[src/logic/gpd_pkg.sv]
/*
   Constants for the GPIO drive/direction register core: register byte
   offsets, reset values and widths. Assumes a 32-bit APB host.
*/
package gpd_pkg;
   localparam int unsigned PIN_COUNT = 32;
   localparam int unsigned ADDR_W = 12;
   // ----------------------------------------------------------------
   // Register byte offsets
   // ----------------------------------------------------------------
   localparam logic [11:0] OFF_DRIVE_LEVEL = 12'h504;
   localparam logic [11:0] OFF_DRIVE_SET = 12'h508;
   localparam logic [11:0] OFF_DRIVE_CLEAR = 12'h50C;
   localparam logic [11:0] OFF_PORT_LEVEL_READ = 12'h510;
   localparam logic [11:0] OFF_PORT_ORIENTATION = 12'h514;
   localparam logic [11:0] OFF_ORIENTATION_SET = 12'h518;
   // ----------------------------------------------------------------
   // Reset values
   // ----------------------------------------------------------------
   localparam logic [31:0] RST_DRIVE_LEVEL = 32'h0000_0000;
   localparam logic [31:0] RST_PORT_ORIENTATION = 32'h0000_0000;
   localparam logic [31:0] RST_PORT_LEVEL_READ = 32'h0000_0000;
   localparam logic [31:0] READ_UNMAPPED = 32'h0000_0000;
   // Register select decode
   typedef enum {
      SEL_NONE,
      SEL_DRIVE_LEVEL,
      SEL_DRIVE_SET,
      SEL_DRIVE_CLEAR,
      SEL_LEVEL_READ,
      SEL_ORIENT,
      SEL_ORIENT_SET
   } gpd_sel_t;
endpackage : gpd_pkg

[src/logic/gpd_port.sv]
/*
   GPIO port drive/direction register core with an APB slave.
   Holds the drive latch with set/clear aliases, the orientation latch
   with a set alias, and a synchronised view of the pin levels.
   Assumes an APB master on CLK and pad cells taking per-pin data and an
   active-low output enable; input buffer gating lives outside.
*/
// How it works
// - Drive bit sets pin output level
// - Set alias ORs written ones in
// - Clear alias clears written-one bits
// - Drive alias reads return drive register
// - Level read shows synchronised pin inputs
// - Orientation bit one makes pin output
// - Orientation set alias ORs ones in
// - Orientation set reads orientation register
module gpd_port
   import gpd_pkg::*;
(
   input wire logic CLK,
   input wire logic SYS_RST,
   input wire logic PSEL,
   input wire logic PENABLE,
   input wire logic PWRITE,
   input wire logic [ADDR_W-1:0] PADDR,
   input wire logic [31:0] PWDATA,
   input wire logic [3:0] PSTRB,
   output logic [31:0] PRDATA,
   output logic PREADY,
   output logic PSLVERR,
   input wire logic [PIN_COUNT-1:0] PIN_IN,
   output logic [PIN_COUNT-1:0] PIN_OUT,
   output logic [PIN_COUNT-1:0] PIN_OE_N
);
   // ----------------------------------------------------------------
   // Address decode
   // ----------------------------------------------------------------
   function automatic gpd_sel_t decode(input logic [ADDR_W-1:0] a);
      unique case (a)
         OFF_DRIVE_LEVEL: decode = SEL_DRIVE_LEVEL;
         OFF_DRIVE_SET: decode = SEL_DRIVE_SET;
         OFF_DRIVE_CLEAR: decode = SEL_DRIVE_CLEAR;
         OFF_PORT_LEVEL_READ: decode = SEL_LEVEL_READ;
         OFF_PORT_ORIENTATION: decode = SEL_ORIENT;
         OFF_ORIENTATION_SET: decode = SEL_ORIENT_SET;
         default: decode = SEL_NONE;
      endcase
   endfunction : decode

   // ----------------------------------------------------------------
   // Lane merge and read selection
   // ----------------------------------------------------------------
   // Plain writes replace only the byte lanes that the strobes enable.
   // Both latches use this one helper so that their lane behaviour cannot
   // drift apart when one of them is changed later.
   function automatic logic [31:0] lane_merge(input logic [31:0] old,
         input logic [31:0] data, input logic [31:0] mask);
      lane_merge = (old & ~mask) | (data & mask);
   endfunction : lane_merge

   // Read word per register: both drive aliases show the drive latch and
   // the orientation alias shows the orientation latch; no alias has
   // storage of its own, so a read can never disagree with the pins.
   function automatic logic [31:0] read_word(input gpd_sel_t s,
         input logic [31:0] drive, input logic [31:0] orient,
         input logic [31:0] level);
      unique case (s)
         SEL_DRIVE_LEVEL, SEL_DRIVE_SET, SEL_DRIVE_CLEAR: read_word = drive;
         SEL_LEVEL_READ: read_word = level;
         SEL_ORIENT, SEL_ORIENT_SET: read_word = orient;
         SEL_NONE: read_word = READ_UNMAPPED;
      endcase
   endfunction : read_word

   // ----------------------------------------------------------------
   // Bus qualifiers
   // ----------------------------------------------------------------
   // Decoded select and phase qualifiers, shared by the write side, the
   // read side and the assertions so that all three agree on a transfer
   gpd_sel_t sel;
   logic wr_en;
   logic rd_en;
   logic rd_setup;
   logic [31:0] wmask;
   logic [31:0] wbits;
   logic [PIN_COUNT-1:0] pin_sync;

   assign sel = decode(PADDR);
   assign wr_en = PSEL & PENABLE & PWRITE;
   assign rd_en = PSEL & PENABLE & ~PWRITE;
   // Read data is captured at the end of the setup cycle, not the access
   assign rd_setup = PSEL & ~PENABLE & ~PWRITE;
   // Byte strobes mask which lanes a write touches
   assign wmask = {{8{PSTRB[3]}}, {8{PSTRB[2]}}, {8{PSTRB[1]}}, {8{PSTRB[0]}}};
   assign wbits = PWDATA & wmask;

   // Zero wait states: every access completes in its first access cycle.
   // This holds only because read data is fetched during setup; a slower
   // read path would need PREADY to be held low for the extra cycles.
   // A master that stretches setup retakes the snapshot on every setup cycle.
   assign PREADY = 1'b1;
   // Unmapped or read-only writes are ignored silently, never errored
   assign PSLVERR = 1'b0;

   // ----------------------------------------------------------------
   // Pin input synchroniser
   // ----------------------------------------------------------------
   // Two flops guard against metastability on the raw pins; the level
   // register adds one more edge, so software sees a pin change three
   // edges after it happens. Glitches shorter than a cycle may be missed.
   // Nothing but the second stage of the synchroniser reads the first.
   gpd_sync u_sync (
      .CLK(CLK),
      .SYS_RST(SYS_RST),
      .D(PIN_IN),
      .Q(pin_sync)
   );

   // ----------------------------------------------------------------
   // Drive and orientation latches
   // ----------------------------------------------------------------
   // Drive and orientation latches hold software state; the level flop
   // is the last stage of the pin path and the read flop holds the word
   // that the current access returns.
   logic [31:0] drive_ff;
   logic [31:0] orient_ff;
   logic [31:0] level_ff;
   logic [31:0] prdata_ff;
   logic [31:0] nxt_drive;
   logic [31:0] nxt_orient;
   logic [31:0] nxt_level;
   logic [31:0] nxt_prdata;

   // Write side: plain writes merge by lane, aliases only touch ones.
   // Byte strobes gate the aliases too, so a narrow store to an alias
   // cannot clear or set pins in lanes that it did not address.
   // The level register is refreshed every cycle and ignores writes.
   always_comb begin
      nxt_drive = drive_ff;
      nxt_orient = orient_ff;
      nxt_level = pin_sync;
      if (wr_en) begin
         unique case (sel)
            SEL_DRIVE_LEVEL: nxt_drive = lane_merge(drive_ff, PWDATA, wmask);
            SEL_DRIVE_SET: nxt_drive = drive_ff | wbits;
            SEL_DRIVE_CLEAR: nxt_drive = drive_ff & ~wbits;
            SEL_ORIENT: nxt_orient = lane_merge(orient_ff, PWDATA, wmask);
            SEL_ORIENT_SET: nxt_orient = orient_ff | wbits;
            SEL_LEVEL_READ, SEL_NONE: ;
         endcase
      end
   end

   // Read side: registered so PRDATA comes from a flop; it is loaded in
   // the setup cycle, so data is valid during the single access cycle.
   // Taking the snapshot one cycle early is what lets PREADY stay high;
   // the cost is that read data is one cycle older than the access edge.
   always_comb begin
      nxt_prdata = prdata_ff;
      if (rd_setup) begin
         nxt_prdata = read_word(sel, drive_ff, orient_ff, level_ff);
      end
   end

   // All state shares one asynchronous reset to the documented zeros
   always_ff @(posedge CLK or posedge SYS_RST) begin
      if (SYS_RST) begin
         drive_ff <= RST_DRIVE_LEVEL;
         orient_ff <= RST_PORT_ORIENTATION;
         level_ff <= RST_PORT_LEVEL_READ;
         prdata_ff <= READ_UNMAPPED;
      end else begin
         drive_ff <= nxt_drive;
         orient_ff <= nxt_orient;
         level_ff <= nxt_level;
         prdata_ff <= nxt_prdata;
      end
   end

   // ----------------------------------------------------------------
   // Pad drive
   // ----------------------------------------------------------------
   // Data follows the latch; enable is low only for output pins. Each pad
   // gets its own pair so that a per-pin override can later be spliced in
   // here without touching the register logic.
   for (genvar gi = 0; gi < PIN_COUNT; gi++) begin : g_pad
      // An input pin keeps its enable high whatever its drive bit holds
      assign PIN_OUT[gi] = drive_ff[gi];
      assign PIN_OE_N[gi] = ~orient_ff[gi];
   end
   // Read data leaves straight from its flop, with no logic behind it
   assign PRDATA = prdata_ff;

   // Per byte lane: a lane whose strobe is low is never touched by a
   // write, whichever register or alias the write addresses
   for (genvar gl = 0; gl < 4; gl++) begin : g_lane

   end
endmodule : gpd_port

[src/logic/gpd_sync.sv]
/*
   Two-stage synchroniser for a vector of pin inputs.
   Assumes the pins are asynchronous to CLK.
*/
module gpd_sync
   import gpd_pkg::*;
(
   input wire logic CLK,
   input wire logic SYS_RST,
   input wire logic [PIN_COUNT-1:0] D,
   output logic [PIN_COUNT-1:0] Q
);
   logic [PIN_COUNT-1:0] meta_ff;
   logic [PIN_COUNT-1:0] sync_ff;
   logic [PIN_COUNT-1:0] nxt_meta;
   logic [PIN_COUNT-1:0] nxt_sync;

   // First stage feeds only the second stage
   always_comb begin
      nxt_meta = D;
      nxt_sync = meta_ff;
   end

   always_ff @(posedge CLK or posedge SYS_RST) begin
      if (SYS_RST) begin
         meta_ff <= RST_PORT_LEVEL_READ;
         sync_ff <= RST_PORT_LEVEL_READ;
      end else begin
         meta_ff <= nxt_meta;
         sync_ff <= nxt_sync;
      end
   end

   assign Q = sync_ff;
endmodule : gpd_sync

[config.mk]
export PLATFORM = sky130hd
export DESIGN_NAME = gpd_port
export DESIGN_NICKNAME = d
export VERILOG_FILES = /design/src/logic/gpd_pkg.sv /design/src/logic/gpd_port.sv /design/src/logic/gpd_sync.sv
export SDC_FILE = /design/constraint.sdc
export NUM_CORES = 1
export LEC_CHECK = 0
export ABC_CLOCK_PERIOD_IN_PS = 10700
export BUFFER_PORTS_ARGS = -buffer_cell sky130_fd_sc_hd__buf_4
export CAP_MARGIN = 10
export CORE_MARGIN = 10
export CORE_UTILIZATION = 30
export CTS_CLUSTER_DIAMETER = 60
export DETAILED_ROUTE_END_ITERATION = 8
export GPL_TIMING_DRIVEN = 0
export HOLD_SLACK_MARGIN = 0.12
export PLACE_DENSITY = 0.49
export SLEW_MARGIN = 10
export SYNTH_ARGS = -nofsm -noshare
export SYNTH_HDL_FRONTEND = slang
export SYNTH_SLANG_ARGS = --single-unit
[constraint.sdc]
create_clock -name CLK -period 10.7 [get_ports CLK]
set_clock_uncertainty 0.15 [all_clocks]
set_input_delay 2.14 -clock CLK [delete_from_list [all_inputs] [get_ports CLK]]
set_output_delay 2.14 -clock CLK [all_outputs]
set_load 0.05 [all_outputs]
==> results_dict.tcl, run 1 <==
set metrics [dict create \
    fin_worst_hold_slack_ns 0.195 \
    clk_pin_slew_ns 0.08 \
    drtIter0Drc 459 \
    wl_um 23500 \
    final_common_cell "dfrtp_1" \
    grt_overflow 0 \
    yosysTopAreaCell "dfrtp_1" \
    maxSlewViolCount 0 \
    finalCritPeriodShare 0.394 \
    area_delta_synth_final_pct 32.5 \
    rows 57 \
    post_cts_buffers 0 \
    worst-setup-path-type "in -> reg" \
    coreArea_um2 24200 \
    fp.dieW_um 177 \
    hold_class "reg -> reg" \
    ys_dominant_reg_cell "dfrtp_1" \
    rsz0062_at_grt "false" \
    max_cap_violations 0 \
    gp_congestion 0.793 \
    setup_viol 0 \
    cts_buffer_depth 2 \
    async_flop_share 1.00 \
    ios 183 \
    max_stage_delay_ns 0.74 \
    worstSetupEndpointType "register" \
    synth-seq-area-share 0.651 \
    cts_sinks 192 \
    synthTopCellsByArea "dfrtp_1 65%, o21ai_0 4.2%, a22o_1 3.8%, o221ai_1 3.8%, inv_1 3.6%" \
    max_freq_mhz 237 \
    grt_pass1_vias 5967 \
    p_total_mw 1.61 \
    relSlewSlack 0.336 \
    worst-path-max-fanout 10 \
    synth.top_cell.area_share 0.651 \
    grt.busiest_layer "met2" \
    crit_slowest_cell "nor4_4" \
    cp_data_required_time_ns 10.87 \
    h-tree-depth 4 \
    syn_area_um2 7380 \
    layout_min_cycle_time_ns 4.21 \
    grt_pass1_wl_um 36500 \
    irDropWorstVdd_mv 0.0909 \
    postLayoutCellArea_um2 9780 \
    cp_num_buf_inv 1 \
    layout-drive-gt1-share 0.263 \
    antenna_found_initial 1 \
    hold_viol 0 \
    fin_tns_setup_ns 0 \
    grt_max_degree 107 \
    nNetsFinal 919 \
    final_cell_mix "192 x dfrtp_1, 180 x buf_4, 70 x inv_1" \
    drt-wirelength-per-cell_um 20.0 \
    vias 5608 \
    cts_buffers 17 \
    hpwl_um 17100 \
    drtAntennaViolNets 0 \
    cts_tree "done" \
    syn_inst 637 \
    dieArea_um2 31300 \
    setup_slack_ns 6.49 \
    crit_path_cell_trace "buf_4 -> or4b_4 -> nor4_4 -> nand4b_2 -> a22o_1" \
    final_util 0.403 \
    synth_seq_cells 192 \
    ys_types 38 \
    yosys_warnings 0 \
    synth_enable_flop_cells 0 \
    cts_hold_buf 0 \
    worstSkewPairLatency_ns 0.44 \
    dp.cells 1139 \
    crit_family "simple AND/OR/NAND/NOR gates" \
    cts_root_buffer "clkbuf_16" \
    synth_fp_nets 722 \
    grt.met1_usage 0.204 \
    die_h_um 177 \
    globalRouteMet2Util 0.234 \
    cts-resized-gates 0 \
    io_buffers 177 \
    p_leak_nw 4.49 \
    status "finished clean" \
    cellPowerDensity_nw_per_um2 164 \
    stdcell_count 1173 \
    drc 0 \
    start_util 0.304 \
    track_usage 0.152 \
    worstPathArrival_ns 4.38 \
    place_area_um2 9150 \
    use_met3 0.0476 \
    fillers 2394 \
    synth.avg_cell_area_um2 11.6 \
    via_per_inst 4.78 \
    worstMarginPinSlew_ns 0.988 \
    dpl_worst_slack_ns 6.05 \
    dr.pass1.iters 5 \
    crit_path_start_kind "input port" \
]
==> metal layers <==
metal	wire length, um	vias to the layer above
li1	-	2649
met1	10900	2817
met2	10800	136
met3	1650	6
met4	119	0
met5	0	-
==> state kept, by name, summed over array words and instances (netlist names) <==
name and count:
level_ff 32, u_sync.Q 32, PRDATA 32, orient_ff 32, u_sync.meta_ff 32, PIN_OUT 32
==> cells in the mapped netlist (3+ instances only) <==
library cell  number
mux2i_1           11
and4_1             5
o21ai_0           62
a32oi_1            8
nand4b_2           4
buf_4              3
inv_1             71
and2_1             3
o2111a_1           6
nand2_1           44
o221ai_1          32
nand3_1            6
nor2b_1            4
dfrtp_1          192
nor2_1            40
o22ai_1            6
nand4_1            5
a21oi_1           29
a22o_1            32
a22oi_1           21
clkbuf_1          32
==> cells by family (layout without fill, tap and decap cells) <==
logic type	after synthesis	after routing	synth area share
AOI/OAI and AO/OA	197	197	0.184
DFF	192	192	0.651
and+or+nand+nor	127	127	0.0914
buffers and inverters	107	317	0.0560
muxes	11	11	0.0149
other	2	4	0.00102
xor gates and xnor gates	1	1	0.00119
==> worst paths after layout <==
kind	slack, ns	to	start	depth (start not counted)
setup / recovery	6.49	orient_ff[20]	PADDR[11]	5
hold / removal	0.20	level_ff[30]	u_sync.Q[30]	0
setup reg to reg	9.50	PRDATA[26]	orient_ff[26]	4
hold reg to reg	0.20	level_ff[30]	u_sync.Q[30]	0
max in group asynchronous	7.85	PIN_OUT[28]	SYS_RST	3
min in group asynchronous	1.60	u_sync.meta_ff[13]	SYS_RST	2
==> cell type report <==
| type | count | area, um^2 | share of cell area |
|---|---|---|---|
| plain buffers | 36 | 146 | 0.0150 |
| clock inverters | 14 | 185 | 0.0189 |
| diodes | 2 | 5.00 | 0.000512 |
| multi-input cells | 338 | 2160 | 0.221 |
| flip-flops and latches | 192 | 4800 | 0.491 |
| inverters | 71 | 274 | 0.0280 |
| repair buffers | 178 | 1360 | 0.139 |
| well taps | 324 | 405 | 0.0415 |
| clock buffers | 18 | 439 | 0.0449 |
==> power breakdown <==
| group | total, mW | switching (mW) | internal, mW | leakage (nW) |
|---|---|---|---|---|
| combinational | 0.165 | 0.112 | 0.0527 | 1.78 |
| sequential | 0.770 | 0.0152 | 0.755 | 2.42 |
| clock | 0.671 | 0.325 | 0.345 | 0.300 |
==> worst reg2reg max path, delay by kind of cell (launching register included) <==
kind               cells  cell delay (ns)
muxes                  1             0.15
AOI/OAI and AO/OA      2             0.27
and+or+nand+nor        1             0.06
DFF                    1             0.43
No activity file was read; power rests on OpenSTA's default activity.
==> inputs of run 2 (changes only) <==
ABC_CLOCK_PERIOD_IN_PS = 4250   (was 10700)
clock period = 4.25 ns   (was 10.7 ns; I/O delays follow)
==> run 2 against run 1 <==
Effect of this change:
- worst hold slack got worse by 0.0039 ns
- worst setup slack got worse by 5.2 ns
- final cell count increased by 0.26%
- largest power group unchanged
- critical endpoint is now PIN_OUT[18]
==> results_dict.tcl, run 2 (synthesized netlist as in run 1, its figures left out) <==
set metrics [dict create \
    setup_viol 0 \
    die_h_um 177 \
    grt_pass1_vias 6000 \
    dr.pass1.iters 5 \
    whs_path_depth 0 \
    min-delay-start "u_sync.Q[3]" \
    grt_pass1_wl_um 36200 \
    ios 183 \
    grt_max_degree 40 \
    p_leak_nw 4.51 \
    gp_congestion 0.781 \
    drt-wirelength-per-cell_um 20.2 \
    worstPathArrival_ns 3.11 \
    track_usage 0.150 \
    fillers 2402 \
    clk_pin_slew_ns 0.08 \
    irDropWorstVdd_mv 0.211 \
    io_buffers 177 \
    clkPwrFrac 0.410 \
    drtAntennaViolNets 0 \
    worstMarginPinSlew_ns 1.01 \
    worstSetupEndpointType "register" \
    layout.area.seq_um2 4800 \
    cts_buffers 17 \
    fin_worst_hold_slack_ns 0.191 \
    setup_slack_ns 1.29 \
    cts_hold_buf 0 \
    finalCritPeriodShare 0.697 \
    power_frac_comb 0.106 \
    layout-drive-gt1-share 0.267 \
    hold_class "reg -> reg" \
    final_common_cell "dfrtp_1" \
    final_cell_mix "192 x dfrtp_1, 180 x buf_4, 70 x inv_1" \
    max_freq_mhz 337 \
    post_cts_buffers 0 \
    drtIter0Drc 493 \
    dpl_worst_slack_ns 0.868 \
    cts-resized-gates 0 \
    cts_root_buffer "clkbuf_16" \
    p_int_mw 2.88 \
    cellPowerDensity_nw_per_um2 408 \
    stdcell_count 1176 \
    via_per_inst 4.86 \
    worst-setup-path-type "in -> reg" \
    dieArea_um2 31300 \
    multi_input_area_um2 2160 \
    hold_end "level_ff[3]" \
    drc 0 \
    antenna_found_initial 1 \
    hold_viol 0 \
    regToRegSetupSlack_ns 3.02 \
    cts_tree "done" \
    worst-path-max-fanout 10 \
    switching_share 0.280 \
    rsz0062_at_grt "false" \
    start_util 0.304 \
    rr_worst_depth 4 \
    grt_overflow 0 \
    worstSkewPairLatency_ns 0.43 \
    layout_min_cycle_time_ns 2.96 \
    postLayoutCellArea_um2 9820 \
    r2r-start "orient_ff[29]" \
    dp.cells 1143 \
    vias 5712 \
    nNetsFinal 923 \
    p_sw_mw 1.12 \
    cts_buffer_depth 2 \
    hpwl_um 17400 \
    h-tree-depth 4 \
    coreArea_um2 24200 \
    r2r_end "PRDATA[29]" \
    crit_start "PADDR[3]" \
    relSlewSlack 0.324 \
    cts_sinks 192 \
    place_area_um2 9220 \
    final_util 0.405 \
    fp.dieW_um 177 \
    fin_tns_setup_ns 0 \
    max_cap_violations 0 \
    crit_path_start_kind "input port" \
    maxSlewViolCount 0 \
    cp_data_required_time_ns 4.39 \
    rows 57 \
    wl_um 23700 \
    seqPwrFrac 0.484 \
    area_delta_synth_final_pct 33.1 \
    p_total_mw 4.00 \
    status "finished clean" \
]
-- run 2: cell types whose count changed in the layout (fill, tap and decap cells not counted) --
cell,delta
clkinvlp_4,+1
inv_8,+1
clkbuf_8,-1
clkinv_2,+2
buf_12,+5
clkinv_8,-1
buf_16,-1
inv_6,-1
diode_2,-1
inv_12,-1
-- run 2: worst max-delay path by stage --
stage / end / slack (ns)
floorplan: PIN_OUT[0] / 0.77
global placement: orient_ff[6] / -0.52
detailed placement: orient_ff[31] / 0.87
CTS: orient_ff[31] / 1.34
global route: PIN_OUT[23] / 1.13
finish: PIN_OUT[18] / 1.29
-- run 2: power groups by stage --
stage               Clock [mW]  Sequential (mW)  Combinational (mW)
floorplan                    0             2.07               0.135
global placement             0             1.98               0.416
detailed placement           0             1.97               0.429
CTS                       1.69             1.94               0.430
global route              1.77             1.95               0.463
finish                    1.64             1.94               0.424
-- run 2: final cells by class --
cell class / count / area share
Antenna cell: 1 / 0.000255
Buffer: 36 / 0.0149
Clock buffer: 17 / 0.0433
Clock inverter: 15 / 0.0180
Inverter: 71 / 0.0275
Multi-Input combinational cell: 338 / 0.220
Sequential cell: 192 / 0.489
Tap cell: 324 / 0.0413
Timing Repair Buffer: 182 / 0.146
-- run 2: layer usage --
metal	GRT usage	share of wire	vias up
met1	0.197	0.46	2875
met3	0.0510	0.065	14
met2	0.235	0.46	165
met5	0	0	-
met4	0.0347	0.0092	0
li1	-	-	2658
-- run 2: worst max-delay path, stage by stage --
cell	delay [ns]
buf_4	0.13
clkbuf_1	0.56
buf_1	0.72
nand3_1	0.46
o21ai_0	0.26
o21ai_0	0.11
==> inputs of run 3 (changes only) <==
ABC_AREA = 1   (was unset)
ABC_CLOCK_PERIOD_IN_PS = 2400   (was 4250)
PLACE_DENSITY = 0.5   (was 0.49)
clock period = 2.4 ns   (was 4.25 ns; I/O delays follow)
==> run 3 against run 2 <==
Effect of this change:
- synthesized area rose by 14%
- die area rose by 13%
- non-clock buffer count rose by 36
- cell area rose by 15%
- final cell count rose by 43%
- sequential cell count did not move
- worst setup slack got worse by 1.0 ns
- largest cell class unchanged
- largest power group unchanged
==> results_dict.tcl, run 3 <==
set metrics [dict create \
    status "finished clean" \
    hold_viol 0 \
    crit_path_cell_trace "buf_4 -> nor3b_2 -> clkbuf_1 -> nand2_1 -> inv_1 -> nand3_1 -> nand2_1 -> inv_1" \
    p_leak_nw 6.17 \
    crit_path_start_kind "input port" \
    dr.pass1.iters 4 \
    fin_tns_setup_ns 0 \
    async_flop_share 1.00 \
    ys_dominant_reg_cell "dfrtp_1" \
    cts_buffer_depth 2 \
    rsz0062_at_grt "false" \
    cp_data_required_time_ns 2.58 \
    synth_enable_flop_cells 0 \
    p_total_mw 7.40 \
    ys_types 22 \
    place_area_um2 10400 \
    clkPwrFrac 0.390 \
    drc 0 \
    coreArea_um2 27800 \
    via_per_inst 4.20 \
    final_common_cell "nand2_1" \
    fp.dieW_um 188 \
    cellPowerDensity_nw_per_um2 655 \
    crit_family "simple AND/OR/NAND/NOR gates" \
    cp_num_buf_inv 4 \
    layout-drive-gt1-share 0.221 \
    finalCritPeriodShare 0.893 \
    grt_pass1_wl_um 40600 \
    crit_slowest_cell "nor3b_2" \
    drtIter0Drc 431 \
    antenna_found_initial 2 \
    hold_class "reg -> reg" \
    dp.cells 1618 \
    p_sw_mw 2.18 \
    worst-setup-path-type "in -> reg" \
    synth_fp_nets 1143 \
    gp_congestion 0.798 \
    worstSetupEndpointType "register" \
    yosysTopAreaCell "dfrtp_1" \
    synth-seq-area-share 0.570 \
    hpwl_um 18700 \
    cts-resized-gates 0 \
    cts_tree "done" \
    synth_common_cells "332 x nand2_1, 203 x inv_1, 192 x dfrtp_1, 135 x nor2_1, 102 x nand3_1" \
    postLayoutCellArea_um2 11300 \
    cts_sinks 192 \
    max_freq_mhz 466 \
    yosysMostFrequentCell "nand2_1" \
    grt_pass1_vias 7360 \
    track_usage 0.146 \
    ios 183 \
    synth_seq_cells 192 \
    vias 7067 \
    synth.top_cell.area_share 0.570 \
    relSlewSlack 0.278 \
    syn_inst 1058 \
    worstMarginPinSlew_ns 1.08 \
    synthTopCellsByArea "dfrtp_1 57%, nand2_1 15%, inv_1 9.0%, nand3_1 6.1%, nor2_1 6.0%" \
    syn_area_um2 8430 \
    seqPwrFrac 0.469 \
    fillers 2933 \
    dieArea_um2 35200 \
    drt-wirelength-per-cell_um 15.1 \
    worstSkewPairLatency_ns 0.44 \
    grt_max_degree 34 \
    nNetsFinal 1377 \
    start_util 0.303 \
    cts_buffers 17 \
    final_cell_mix "332 x nand2_1, 202 x inv_1, 192 x dfrtp_1" \
    power_frac_comb 0.141 \
    max_stage_delay_ns 0.87 \
    grt_overflow 0 \
    switching_share 0.294 \
    worst-path-max-fanout 10 \
    setup_viol 0 \
    synth.avg_cell_area_um2 7.97 \
    irDropWorstVdd_mv 0.400 \
    die_h_um 188 \
    area_delta_synth_final_pct 33.9 \
    maxSlewViolCount 0 \
    io_buffers 176 \
    drtAntennaViolNets 0 \
    worstPathArrival_ns 2.33 \
    h-tree-depth 4 \
    layout_min_cycle_time_ns 2.14 \
    wl_um 25400 \
    max_cap_violations 0 \
    clk_pin_slew_ns 0.08 \
    rows 61 \
    p_int_mw 5.22 \
    stdcell_count 1684 \
    yosys_warnings 0 \
    cts_root_buffer "clkbuf_16" \
]
==> run 3: power by group through the flow <==
stage          sequential (mW)  clock (mW)  combinational (mW)
2_1_floorplan             3.84           0               0.315
3_3_place_gp              3.54           0               0.989
3_5_place_dp              3.54           0                1.02
4_1_cts                   3.47        2.97                1.06
5_1_grt                   3.49        3.10                1.14
6_report                  3.47        2.88                1.05
==> run 3: what timing repair did <==
action | 4_1_cts | 5_1_grt
endpoints found under the hold margin | 59 | 0
setup endpoints to repair | 0 | 0
hold buffers | 33 | 0
setup buffers | 0 | 0
==> run 3: layer usage <==
metal | track usage | share of wire
met5 | 0 | 0.00051
met4 | 0.0326 | 0.012
met3 | 0.0455 | 0.066
met2 | 0.235 | 0.46
met1 | 0.188 | 0.46
==> run 3: worst paths after layout <==
path	endpoint	cells past startpoint	slack (ns)	from
setup reg to reg	PIN_OUT[18]	6	1.34	PIN_OUT[18]
max in group asynchronous	u_sync.meta_ff[20]	5	0.70	SYS_RST
hold / removal	level_ff[18]	0	0.19	u_sync.Q[18]
min in group asynchronous	u_sync.meta_ff[2]	3	0.56	SYS_RST
setup / recovery	PRDATA[21]	8	0.26	PWRITE
hold reg to reg	level_ff[18]	0	0.19	u_sync.Q[18]
==> run 3: area by class of cell <==
cell class	instances	area [um^2]	area share
diodes	1	2.50	0.000222
plain buffers	39	205	0.0182
clock buffers	18	439	0.0389
clock inverters	14	161	0.0143
inverters	206	777	0.0688
multi-input cells	621	2650	0.235
flip-flops and latches	192	4800	0.426
well taps	378	473	0.0419
repair buffers	215	1780	0.158
==> run 3: cells by family after synthesis <==
| group | synth area share |
|---|---|
| AND/OR/NAND/NOR | 0.311 |
| flip-flops | 0.570 |
| other | 0.000891 |
| AO/OA/AOI/OAI | 0.00208 |
| buffers and inverters | 0.116 |
==> run 3: metrics by stage <==
stage,setup slack (ns),hold WS (ns),util
after floorplan,-0.706,0.181,-
after global placement,-2.06,0.182,0.368
after detailed placement,-0.254,0.185,0.373
after CTS,0.220,0.195,0.406
after global routing,0.0470,0.204,0.406
final,0.256,0.192,0.406
